File: src/i2sw_pkg.sv
// Shared constants, states and pin bundle for the bus-programmed switch.
// Assumes a single 40 MHz system clock; every pin arrives asynchronously.
package i2sw_pkg;

    // System clock
    localparam int CLK_PERIOD_NS = 25;

    // Internal non-volatile write duration and its cycle count
    localparam int NV_WRITE_TIME_NS = 10000;
    localparam int NV_WRITE_CYC = (NV_WRITE_TIME_NS + CLK_PERIOD_NS - 1) / CLK_PERIOD_NS;

    // Target address; value is arbitrary
    localparam logic [6:0] DEV_ADDR_DEF = 7'h2A;

    // Data byte layout
    localparam int RSVD_HI = 7;
    localparam int RSVD_LO = 5;
    localparam int LATCH_BIT = 4;
    localparam int MUX_HI = 3;
    localparam int SET_W = 5;
    localparam logic [2:0] RSVD_ZERO = 3'h0;
    localparam logic [SET_W-1:0] SET_FACTORY = 5'h00;
    localparam logic [3:0] BYTE_BITS = 4'h8;
    localparam logic [3:0] MUX_ZERO = 4'h0;

    // Bus target states, Gray along the usual path
    typedef enum logic [2:0] {
        ST_IDLE = 3'h0,
        ST_ADDR = 3'h1,
        ST_AACK = 3'h3,
        ST_DATA = 3'h2,
        ST_DACK = 3'h6,
        ST_WAIT = 3'h7
    } i2sw_state_e;

    // Asynchronous pins, carried together through the synchroniser
    typedef struct packed {
        logic scl;
        logic sda;
        logic override_n;
        logic write_lock;
        logic source_select;
        logic supply_ok;
        logic [3:0] ext;
    } i2sw_pins_s;

    // Pulled-up pins idle high
    localparam i2sw_pins_s PINS_IDLE = 10'h3FF;

endpackage

File: src/i2sw_switch.sv
// Bus-programmed configuration switch: I2C target, 5-bit stored setting,
// 4-bit two-way output multiplexer and one latched output bit.
// Assumes open-drain SDA resolved outside; all pins are asynchronous to clk_sys.
//
// Contract
// - Source-select low: selected outputs show the four low stored bits.
// - Source-select high: selected outputs show the external switch inputs.
// - Latched bit passes stored bit while select low, holds while high.
// - Held value equals the output at the select rising edge.
// - Force low with select low drives all outputs to zero.
// - Write-lock high refuses setting changes; low allows bus writes.
// - Data byte stored only for direction zero and write-lock low.
// - Direction one returns the stored setting in the data byte.
// - Transfer starts with fixed 7-bit address plus direction; answer only it.
// - Exactly one data byte follows the address acknowledge.
// - Byte layout: three zero bits, latched bit, four multiplexed bits.
// - Write aborts, setting unchanged, when any top three bits set.
// - Stored setting is all zeros as delivered.
// - Setting writes blocked while supply is below normal levels.
// - Write disables outputs after address ack; locked case re-enables after store or at the end of a refused byte.
// - Unlocked case re-enables outputs at the next START.
// - Force, lock, switch and select inputs read one while reset holds the synchroniser.
// - Reset initialises volatile state and the bus machine.
`timescale 1ns/1ps
`default_nettype none

module i2sw_switch #(
    parameter logic [6:0] DEV_ADDR = i2sw_pkg::DEV_ADDR_DEF,
    parameter int NV_WRITE_CYCLES = i2sw_pkg::NV_WRITE_CYC
) (
    input wire logic clk_sys,
    input wire logic nrst,
    input wire logic scl_in,
    input wire logic sda_in,
    output logic sda_out,
    output logic sda_oe,
    input wire logic override_n,
    input wire logic write_lock,
    input wire logic source_select,
    input wire logic supply_ok,
    input wire logic [3:0] external_switch_in,
    output logic [3:0] selected_out,
    output logic selected_out_oe,
    output logic latched_bit_out,
    output logic nv_busy
);
    import i2sw_pkg::*;

    i2sw_pins_s pins_raw;
    i2sw_pins_s sync1_reg;
    i2sw_pins_s sync2_reg;
    i2sw_pins_s prev_reg;
    i2sw_state_e state_reg;
    logic [3:0] cnt_reg;
    logic [7:0] shift_reg;
    logic is_read_reg;
    logic sda_oe_reg;
    logic [SET_W-1:0] nv_reg;
    logic [SET_W-1:0] nv_pend_reg;
    logic [15:0] nv_cnt_reg;
    logic nv_busy_reg;
    logic oe_reg;
    logic lock_at_wr_reg;
    logic [3:0] sel_out_reg;
    logic latched_reg;
    logic scl_rise, scl_fall, start_det, stop_det;
    logic wr_byte_end, accept_wr, nv_done, addr_wr_ack_end;
    logic [7:0] nv_byte;

    assign pins_raw = '{scl: scl_in, sda: sda_in, override_n: override_n,
                        write_lock: write_lock, source_select: source_select,
                        supply_ok: supply_ok, ext: external_switch_in};

    // Pull-up default
    // Synchroniser resets to all ones so pins read high until first sampled after reset
    always_ff @(posedge clk_sys) begin
        if (!nrst) begin
            sync1_reg <= PINS_IDLE;
            sync2_reg <= PINS_IDLE;
            prev_reg <= PINS_IDLE;
        end else begin
            sync1_reg <= pins_raw;
            sync2_reg <= sync1_reg;
            prev_reg <= sync2_reg;
        end
    end

    assign scl_rise = sync2_reg.scl && !prev_reg.scl;
    assign scl_fall = !sync2_reg.scl && prev_reg.scl;
    // SDA changing while SCL stays high marks START and STOP
    assign start_det = sync2_reg.scl && prev_reg.scl && prev_reg.sda && !sync2_reg.sda;
    assign stop_det = sync2_reg.scl && prev_reg.scl && !prev_reg.sda && sync2_reg.sda;

    assign nv_byte = {RSVD_ZERO, nv_reg};

    assign wr_byte_end = (state_reg == ST_DATA) && !is_read_reg && scl_fall && (cnt_reg == BYTE_BITS);
    assign accept_wr = wr_byte_end && (shift_reg[RSVD_HI:RSVD_LO] == RSVD_ZERO) && !sync2_reg.write_lock
                       && sync2_reg.supply_ok && !nv_busy_reg;
    assign nv_done = nv_busy_reg && (nv_cnt_reg == 16'(NV_WRITE_CYCLES - 1));
    assign addr_wr_ack_end = (state_reg == ST_AACK) && scl_fall && !is_read_reg;

    always_ff @(posedge clk_sys) begin
        if (!nrst) begin
            state_reg <= ST_IDLE;
            cnt_reg <= 4'h0;
            shift_reg <= 8'h00;
            is_read_reg <= 1'b0;
            sda_oe_reg <= 1'b0;
        end else if (start_det) begin
            state_reg <= ST_ADDR;
            cnt_reg <= 4'h0;
            sda_oe_reg <= 1'b0;
        end else if (stop_det) begin
            state_reg <= ST_IDLE;
            sda_oe_reg <= 1'b0;
        end else begin
            case (state_reg)
                ST_ADDR: begin
                    if (scl_rise) begin
                        shift_reg <= {shift_reg[6:0], sync2_reg.sda};
                        cnt_reg <= cnt_reg + 4'h1;
                    end else if (scl_fall && cnt_reg == BYTE_BITS) begin
                        cnt_reg <= 4'h0;
                        if (shift_reg[7:1] == DEV_ADDR) begin
                            state_reg <= ST_AACK;
                            is_read_reg <= shift_reg[0];
                            sda_oe_reg <= 1'b1;
                        end else begin
                            state_reg <= ST_WAIT;
                        end
                    end
                end
                ST_AACK: begin
                    if (scl_fall) begin
                        state_reg <= ST_DATA;
                        if (is_read_reg) begin
                            shift_reg <= nv_byte;
                            sda_oe_reg <= !nv_byte[7];
                        end else begin
                            sda_oe_reg <= 1'b0;
                        end
                    end
                end
                ST_DATA: begin
                    if (scl_rise) begin
                        cnt_reg <= cnt_reg + 4'h1;
                        if (!is_read_reg) begin
                            shift_reg <= {shift_reg[6:0], sync2_reg.sda};
                        end
                    end else if (scl_fall) begin
                        if (cnt_reg == BYTE_BITS) begin
                            cnt_reg <= 4'h0;
                            state_reg <= ST_DACK;
                            // Ack written byte, release on read
                            sda_oe_reg <= !is_read_reg;
                        end else if (is_read_reg) begin
                            shift_reg <= {shift_reg[6:0], 1'b0};
                            sda_oe_reg <= !shift_reg[6];
                        end
                    end
                end
                // Single data byte, then ignore until START or STOP
                ST_DACK: begin
                    if (scl_fall) begin
                        state_reg <= ST_WAIT;
                        sda_oe_reg <= 1'b0;
                    end
                end
                ST_IDLE, ST_WAIT: begin
                    sda_oe_reg <= 1'b0;
                end
                default: begin
                    state_reg <= ST_IDLE;
                    sda_oe_reg <= 1'b0;
                end
            endcase
        end
    end

    // Non-volatile store
    // Reset reloads the factory value; real storage would survive power-down
    always_ff @(posedge clk_sys) begin
        if (!nrst) begin
            nv_reg <= SET_FACTORY;
            nv_pend_reg <= SET_FACTORY;
            nv_cnt_reg <= 16'h0000;
            nv_busy_reg <= 1'b0;
        end else if (accept_wr) begin
            nv_pend_reg <= shift_reg[SET_W-1:0];
            nv_cnt_reg <= 16'h0000;
            nv_busy_reg <= 1'b1;
        end else if (nv_busy_reg) begin
            nv_cnt_reg <= nv_cnt_reg + 16'h0001;
            if (nv_done) begin
                nv_busy_reg <= 1'b0;
                // Supply low on the cycle the write completes discards it
                if (sync2_reg.supply_ok) begin
                    nv_reg <= nv_pend_reg;
                end
            end
        end
    end

    always_ff @(posedge clk_sys) begin
        if (!nrst) begin
            oe_reg <= 1'b1;
            lock_at_wr_reg <= 1'b0;
        end else if (addr_wr_ack_end) begin
            oe_reg <= 1'b0;
            lock_at_wr_reg <= sync2_reg.write_lock;
        end else if (!oe_reg) begin
            // Locked case also recovers at START so a cut-short write cannot stick
            if (start_det) begin
                oe_reg <= 1'b1;
            end else if (lock_at_wr_reg && (nv_done || (wr_byte_end && !accept_wr))) begin
                oe_reg <= 1'b1;
            end
        end
    end

    // Multiplexed outputs
    always_ff @(posedge clk_sys) begin
        if (!nrst) begin
            sel_out_reg <= MUX_ZERO;
        end else if (sync2_reg.source_select) begin
            sel_out_reg <= sync2_reg.ext;
        end else if (!sync2_reg.override_n) begin
            sel_out_reg <= MUX_ZERO;
        end else begin
            sel_out_reg <= nv_reg[MUX_HI:0];
        end
    end

    // Transparent while select low, holds last output when high
    always_ff @(posedge clk_sys) begin
        if (!nrst) begin
            latched_reg <= 1'b0;
        end else if (!sync2_reg.source_select) begin
            latched_reg <= sync2_reg.override_n ? nv_reg[LATCH_BIT] : 1'b0;
        end
    end

    assign sda_out = 1'b0;
    assign sda_oe = sda_oe_reg;
    assign selected_out = sel_out_reg;
    assign selected_out_oe = oe_reg;
    assign latched_bit_out = latched_reg;
    assign nv_busy = nv_busy_reg;
endmodule

`default_nettype wire

File: config.mk
export PLATFORM = sky130hd
export DESIGN_NAME = i2sw_switch
export DESIGN_NICKNAME = d
export VERILOG_FILES = /design/src/i2sw_pkg.sv /design/src/i2sw_switch.sv
export SDC_FILE = /design/constraint.sdc
export NUM_CORES = 1
export LEC_CHECK = 0
export ABC_AREA = 0
export BUFFER_PORTS_ARGS = -buffer_cell sky130_fd_sc_hd__buf_2
export CORE_UTILIZATION = 60
export CTS_BUF_LIST = sky130_fd_sc_hd__clkbuf_16
export DETAILED_ROUTE_END_ITERATION = 12
export GPL_ROUTABILITY_DRIVEN = 0
export GPL_TIMING_DRIVEN = 1
export PLACE_DENSITY = 0.79
export RECOVER_POWER = 100
export SLEW_MARGIN = 10
export SYNTH_ARGS = -nofsm -noshare
export SYNTH_HDL_FRONTEND = slang
export SYNTH_SLANG_ARGS = --single-unit
File: constraint.sdc
create_clock -name clk_sys -period 1.85 [get_ports clk_sys]
set_input_delay 0.2775 -clock clk_sys [delete_from_list [all_inputs] [get_ports clk_sys]]
set_output_delay 0.2775 -clock clk_sys [all_outputs]
set_load 0.01 [all_outputs]
### Yosys cells after proc, flatten, opt, wreduce, memory -nomap -nowiden

Index checks and enable logic that the tools add are counted.

* flip-flop bits (word level): 73
* bits in latches: 0
* memory bits (writable): 0
* ROM bits: 0
* input bits: 12
* output and inout port bits: 9
* word-level logic and storage cells: 163
* memories kept: 0

* $add $sub $neg: 2
* multiply operators: 0
* divide/modulo/power cells: 0
* $lt $le $gt $ge: 0
* equal/unequal tests: 33
* shift-type cells: 0
* muxes and demuxes: 47
* bitwise gates (word level): 6
* reductions and logical operators: 45

Operators by type and width (number)
* two-way mux 8 bit: 8
* two-way mux 4 bit: 7
* two-way mux 3 bit: 8
* != test 4 bit, second input constant: 6
* one-hot mux 8 bit (3 select lines): 1
* AND reduction 8 bit: 3
* logical AND 1 bit: 20
* two-way mux 1 bit: 20
* != test 2 bit, second input constant: 9
* != test 3 bit, second input constant: 6
* adder 16 x 1 -> 16 bit, second input constant: 1
* equality test 16 x 9 -> 1 bit, second input constant: 1
* one-hot mux 3 bit (5 select lines): 1
* AND reduction 10 bit: 1
* logical NOT 1 bit: 9
* one-hot mux 4 bit (2 select lines): 1
* equality test 7 x 6 -> 1 bit, second input constant: 1
* equality test 3 x 2 -> 1 bit, second input constant: 2
* equality test 3 bit, second input constant: 2
* logical NOT 3 bit: 2
* != test 3 x 2 -> 1 bit, second input constant: 2
* NOT 1 bit: 6
* AND reduction 6 bit: 1
* OR reduction 2 bit: 3
* 12 further kinds: 12

### Longest topological paths before layout

Gate-level depths: netlist (run 1).

* word-level depth: 16
* depth in mapped cells: 7
* depth with buffers taken out: 6

### Worst setup path after synthesis (run 1)

Ideal clock, no wire load.

* path kind: flip-flop to flip-flop
* from: reg sync2_reg[9] (netlist bit)
* to: reg shift_reg[5]
* library setup time: 0.072 ns
* data arrival time: 1.565 ns
* data required time: 1.778 ns
* path slack: 0.213 ns
* stages on the path, launching flop included: 8
* path buffers: 1
* clock period less this slack: 1.637 ns
* cells stage by stage: dfxtp_1 inv_1 ha_1 and2b_2 a21boi_0 o2111a_1 buf_6 mux2i_1

* word-level cells in the longest chain between the ends: 5
* elaborated cells between the ends (all ways): 19
* classes of those cells: 6 x eq/ne; 2 x mux; 2 x bitwise; 9 x reduce/logical

RTL lines
* start: declaration: line i2sw_switch.sv:51 `i2sw_pins_s sync2_reg;`
* start signal: assignment: line i2sw_switch.sv:83 `sync2_reg <= sync1_reg;`
* parallel branches: the longest is 5 deep, another holds AND reduction 10 bit
* end signal: assignment: line i2sw_switch.sv:120 `shift_reg <= {shift_reg[6:0], sync2_reg.sda};`
* end signal: assignment: line i2sw_switch.sv:137 `shift_reg <= nv_byte;`
* end signal: assignment: line i2sw_switch.sv:148 `shift_reg <= {shift_reg[6:0], sync2_reg.sda};`
* end: declaration: line i2sw_switch.sv:55 `logic [7:0] shift_reg;`

Several ways; the timed one is not identified.
A chain may end at the register's enable or synchronous reset.

### Worst setup path in the final report (run 1)

* from: reg sync2_reg[9] (netlist bit)
* to: reg shift_reg[3]

The elaborated chain is that of the path after synthesis.

==> impl_metrics.csv, run 1 <==
group,metric,value,unit
layout,largest_reg_flops,16,
layout,final_area,3850,um2
logic_synthesis,syn_nets,388,
global_route,use_met1,30.4,%
global_route,globalRouteMet3Util,5.83,%
timing,setup_slack,0.102,ns
logic_synthesis,postSynthCellCount,370,
pwr,p_leak,1.48,nW
job,cap_violations,0,
setup_path,cp_max_fo,5,
global_route,grt_pass1_vias,2583,
timing,final_hold_viol_count,0,
floorplan,die_y,76.9,um
place,placedInstanceArea,3520,um2
global_route,gr-max-usage-layer,"met2",
timing,slew_violations,0,
clock_network,numCtsBuffers,9,
logic_synthesis,yosys.area.top_type,"dfxtp_1",
setup_path,timing_worst_setup_path_type,"flip-flop to flip-flop",
place,placement.io_buffers,19,
logic_synthesis,seq_area_frac_synth,43.4,%
logic_synthesis,synth_flop_cell,"dfxtp_1",
setup_path,cp-end-kind,"flip-flop",
layout,utilization,73.1,%
clock_network,clk_path_buf_depth,2,
global_route,grt-ovfl-total,0,
setup_path,worst-path-buf-inv,1,
timing,finalSetupViolations,0,
layout,final_common_cell,"dfxtp_1",
global_route,antenna_found_initial,0,
floorplan,coreArea,5270,um2
routing,viasPerCell,5.87,
routing,num_vias,2771,
routing,postRouteAntennaNets,0,
setup_path,cp_slowest_stage_delay,0.34,ns
logic_synthesis,synth_top_cell_area_share,43.4,%
floorplan,die_area,5920,um2
global_route,grt_util_met2,44.9,%
layout,drive_gt1_share,15.2,%
setup_path,crit_family,"compound AO/OA/AOI/OAI gates",
clock_network,cts_hold_buffers,0,
setup_path,cp_cell_sequence,"inv_1, ha_1, and2b_2, a21boi_2, o2111a_2, mux2i_1",
setup_path,start_kind,"flip-flop",
layout,synthToLayoutAreaGrowth,14.4,%
setup_path,required,2.10,ns
clock_network,worstSkewPairLatency,0.33,ns
timing,finClkSkew,0.00979,ns
place,place_ws,-0.0183,ns
layout,antenna_cells,0,
timing,period_share,94.5,%
routing,wl_per_cell,15.1,um
routing,dr.pass1.iters,4,
floorplan,start_util,63.9,%
clock_network,tritoncts,"yes",
clock_network,clk_pin_slew,0.06,ns
timing,max_freq,572,MHz
place,hpwlAfterDp,4580,um
routing,route.detailed.drc,0,
layout,fill_cells,382,
setup_path,cp_data_arrival_time,1.99,ns
setup_path,cp_slowest_cell,"dfxtp_2",
logic_synthesis,synthDistinctLibCells,62,
status,status,"finished, final reports clean",
logic_synthesis,yosysWarnings,0,
routing,drtIter0Drc,176,
floorplan,num_rows,26,
logic_synthesis,synth_edf_count,0,
floorplan,dieWidth,76.9,um
layout,most-common-layout-cells,"72 x dfxtp_1, 38 x nor2_1, 36 x nand2_1",
global_route,grt_max_degree,39,
pwr,ir_drop,0.865,mV
logic_synthesis,synthTopCellsByArea,"dfxtp_1 43%, mux2i_1 4.5%, nand2b_1 4.5%",
clock_network,clock_sinks,73,
logic_synthesis,synthArstFlopShare,0,%
logic_synthesis,syn_area_per_cell,9.10,um2
layout,fin_nets,415,
clock_network,cts-root-buf,"clkbuf_16",
routing,routed_wl,7150,um
global_route,grt_pass1_wl,11900,um
logic_synthesis,syn_area,3370,um2
logic_synthesis,synth_seq_cells,73,
hold_path,hold_class,"primary input to flip-flop",
global_route,grt_usage,25.8,%
floorplan,ios,21,
timing,fin_crit,1.75,ns
clock_network,cts_max_level,3,
timing,rsz0062_at_grt,"true",
pwr,powerDensity,944,nW/um2
-- cells by family after synthesis --
group                    synth area share (%)
buffers and inverters                    5.57
AO/OA/AOI/OAI                            10.7
other                                   0.111
adder cells (fa/ha/maj)                  2.23
multiplexers                             5.79
AND/OR/NAND/NOR                          28.6
flip-flops                               43.4
XOR/XNOR                                 3.64
-- repair_timing --
item / in CTS / in global routing
hold endpoints to repair: 0 / 0
setup buffers: 0 / 1
cloned: 0 / 0
resized for setup: 1 / 5
pin swaps: 0 / 2
endpoints found under the setup margin: 5 / 29
-- routing by layer --
metal / vias up / part of all wire (%) / wire length, um
li1: 1351 / - / -
met1: 1326 / 43 / 3040
met2: 79 / 51 / 3680
met3: 15 / 4.4 / 315
met4: 0 / 1.6 / 112
met5: - / 0 / 0
-- report_power, final --
| part | internal (mW) | leakage, nW | switching, mW | total (mW) |
|---|---|---|---|---|
| Clock | 1.19 | 0.157 | 0.677 | 1.87 |
| Sequential | 1.60 | 0.594 | 0.0188 | 1.62 |
| Combinational | 0.0598 | 0.733 | 0.0852 | 0.145 |
| Total | 2.86 | 1.48 | 0.781 | 3.64 |
-- Yosys cell counts, types with 2 or more instances --
library cell and number:
nand3_1 16, nor4b_2 3, and3b_1 2, mux2_2 4
mux2i_1 15, buf_6 2, inv_1 9, nand2b_1 24
o21a_1 3, ha_1 6, clkbuf_1 5, dfxtp_1 73
buf_2 4, nand2_1 36, clkbuf_8 3, xor2_1 8
nor3_1 4, nand4b_1 2, a211oi_1 3, o211ai_1 2
nor4_1 5, nor2_1 38, or3_1 2, nor2b_1 2
and3_1 2, nand4_1 13, a21oi_1 24, xnor2_1 6
nor3b_1 5, buf_4 2, and4_1 2, o21ai_0 14
nor4bb_1 2
-- area by class of cell --
class                      count  area, um2  share of cell area (%)
tap                           70       87.6                    2.27
clock inverter                 7       98.8                    2.57
multi-input combinational    267       1730                    45.0
sequential                    73       1460                    38.0
clock buffer                   9        225                    5.85
inverter                      10       37.5                   0.974
timing repair buffer          36        208                    5.39
-- worst paths after layout --
| check | from | to | slack [ns] | depth (start not counted) |
|---|---|---|---|---|
| max | sync2_reg[9] | shift_reg[3] | 0.10 | 6 |
| min | source_select | sync1_reg[5] | 0.13 | 2 |
| max reg2reg | sync2_reg[9] | shift_reg[3] | 0.10 | 6 |
| min reg2reg | sync1_reg[5] | sync2_reg[5] | 0.41 | 1 |
-- stage by stage --
step	setup TNS [ns]	hold slack (ns)	std cells	power, mW
4_1_cts	0	0.128	471	3.66
5_1_grt	-0.00390	0.119	472	3.75
3_5_place_dp	-0.0183	0.392	455	1.80
2_1_floorplan	0	0.379	370	1.76
6_report	0	0.129	472	3.64
3_3_place_gp	0	0.389	455	1.80
Note: power is estimated with default switching activity, not from simulation.
==> run 2, diff against run 1 <==
--- a/config.mk
+++ b/config.mk
@@ -12,7 +12,7 @@
 export DETAILED_ROUTE_END_ITERATION = 12
 export GPL_ROUTABILITY_DRIVEN = 0
 export GPL_TIMING_DRIVEN = 1
-export PLACE_DENSITY = 0.79
+export PLACE_DENSITY = 0.8
 export RECOVER_POWER = 100
 export SLEW_MARGIN = 10
 export SYNTH_ARGS = -nofsm -noshare
==> constraint.sdc (replaced) <==
create_clock -name clk_sys -period 1.7 [get_ports clk_sys]
set_input_delay 0.255 -clock clk_sys [delete_from_list [all_inputs] [get_ports clk_sys]]
set_output_delay 0.255 -clock clk_sys [all_outputs]
set_load 0.01 [all_outputs]
==> impl_metrics.csv, run 2 (synthesized netlist as in run 1, its figures left out) <==
group,metric,value,unit
pwr,ir_drop,0.815,mV
clock_network,clock_sinks,73,
timing,final_hold_viol_count,0,
routing,wl_met2,3820,um
routing,top_layer_used,"met4",
layout,antenna_cells,0,
global_route,grt_max_degree,20,
setup_path,cp_max_fo,3,
setup_path,reg2reg_from,"cnt_reg[0]",
status,status,"finished, final reports clean",
timing,hold_ws,0.0994,ns
routing,routed_wl,7580,um
global_route,grt_pass1_vias,2738,
routing,wl_per_cell,15.4,um
floorplan,coreArea,5270,um2
setup_path,start_kind,"flip-flop",
place,placement.io_buffers,19,
clock_network,cts_max_level,3,
job,cap_violations,0,
hold_path,holdPathStages,2,
setup_path,ff2ff_path_depth,8,
place,dp_cells,469,
clock_network,clk_pin_slew,0.06,ns
routing,viasPerCell,5.90,
hold_path,hold_class,"primary input to flip-flop",
floorplan,die_y,76.9,um
setup_path,ff2ff_setup_slack,0.02,ns
routing,drt-met1-wl,3220,um
layout,finalNonFillerCells,491,
floorplan,die_area,5920,um2
global_route,grt_usage,26.5,%
layout,utilization,76.7,%
pwr,p_clk_share,45.9,%
global_route,grt-ovfl-total,0,
hold_path,worstHoldStart,"scl_in",
floorplan,start_util,63.9,%
clock_network,numCtsBuffers,9,
pwr,p_leak,1.58,nW
timing,fin_crit,1.68,ns
routing,route.detailed.drc,0,
floorplan,dieWidth,76.9,um
setup_path,rr_endpoint,"state_reg[2]",
timing,max_freq,597,MHz
clock_network,worstSkewPairLatency,0.33,ns
timing,slew_headroom,53.5,%
setup_path,required,1.96,ns
routing,drtIter0Drc,166,
setup_path,timing_worst_setup_path_type,"flip-flop to flip-flop",
pwr,switching_share,22.6,%
place,hpwlAfterDp,4840,um
clock_network,cts-root-buf,"clkbuf_16",
hold_path,min_to,"sync1_reg[9]",
layout,synthToLayoutAreaGrowth,20.1,%
routing,num_vias,2899,
floorplan,ios,21,
timing,finClkSkew,0.00906,ns
layout,final_common_cell,"dfxtp_1",
setup_path,cp-end-kind,"flip-flop",
timing,slew_violations,0,
pwr,seqPwrFrac,48.9,%
global_route,antenna_found_initial,0,
pwr,combPwrFrac,5.2,%
clock_network,clk_path_buf_depth,2,
timing,finalSetupViolations,0,
layout,drive_gt1_share,23.0,%
layout,largest_reg_flops,16,
floorplan,num_rows,26,
routing,postRouteAntennaNets,0,
pwr,powerDensity,893,nW/um2
pwr,power.switching,815,uW
timing,tightest_slew,0.698,ns
setup_path,cp_data_arrival_time,1.93,ns
routing,route.met3.wl,386,um
timing,period_share,98.6,%
timing,rsz0062_at_grt,"true",
layout,fin_nets,435,
layout,most-common-layout-cells,"68 x dfxtp_1, 38 x nor2_1, 36 x nand2_1",
clock_network,tritoncts,"yes",
global_route,grt_pass1_wl,12300,um
routing,dr.pass1.iters,4,
pwr,p_int,2.80,mW
==> run 2: cell types whose count changed in the layout (fill, tap and decap cells not counted), sizes merged <==
cell / previous run / this run
clkinv: 2 / 4
clkinvlp: 1 / 2
nand2: 37 / 38
inv: 12 / 10
buf: 26 / 45
bufinv: 2 / 0
==> run 2: layer usage <==
| metal | vias to the layer above | global-route usage (%) |
|---|---|---|
| met3 | 17 | 7.62 |
| met5 | - | 0 |
| met4 | 0 | 12.1 |
| met2 | 106 | 44.3 |
| li1 | 1390 | - |
| met1 | 1386 | 31.3 |
==> run 2: worst max-delay path: stages (launching register included) <==
cell      delay, ns
dfxtp_2        0.33
inv_2          0.08
ha_4           0.15
nand4b_1       0.18
buf_4          0.20
buf_4          0.13
nor3_1         0.23
nand3_1        0.14
a21oi_1        0.16
==> run 2: layout make-up <==
| type | instances | area [um2] |
|---|---|---|
| clock buffers | 9 | 225 |
| clock inverters | 6 | 37.5 |
| fillers | 380 | 1230 |
| inverters | 10 | 37.5 |
| multi-input cells | 268 | 1840 |
| flip-flops and latches | 73 | 1470 |
| well taps | 70 | 87.6 |
| repair buffers | 55 | 350 |
==> run 2: power by group through the flow <==
stage,registers (mW),logic [mW],clock network (mW)
6_report,1.77,0.186,1.66
3_3_place_gp,1.80,0.162,0
3_5_place_dp,1.80,0.166,0
4_1_cts,1.76,0.169,1.68
5_1_grt,1.77,0.204,1.76
2_1_floorplan,1.80,0.123,0
==> run 2: timing repair <==
| item | in CTS | in global routing |
|---|---|---|
| pin swaps | 5 | 5 |
| setup endpoints to repair | 9 | 32 |
| hold buffers | 0 | 0 |
| gates resized for setup | 9 | 18 |
| buffers inserted | 2 | 4 |
| cloned | 0 | 1 |
==> run 2: how the worst max path moves through the flow <==
stage | end | from | cells after the start | slack [ns]
detailed placement | shift_reg[4] | sync2_reg[9] | 6 | -0.14
global route | shift_reg[4] | sync2_reg[9] | 6 | -0.08
global placement | shift_reg[6] | sync2_reg[9] | 6 | -0.05
CTS | shift_reg[4] | sync2_reg[9] | 6 | 0.003
floorplan | shift_reg[5] | sync2_reg[9] | 7 | 0.06
finish | state_reg[2] | cnt_reg[0] | 8 | 0.02
==> run 2: metrics by stage <==
stage	instance area (um2)	total power [mW]	worst slack (ns)	TNS, ns
after floorplan	3370	1.92	0.0630	0
after global placement	3630	1.96	-0.0518	-0.253
after detailed placement	3630	1.97	-0.138	-0.740
after CTS	3930	3.62	0.00339	0
after global routing	4040	3.74	-0.0835	-0.549
final	4040	3.61	0.0240	0
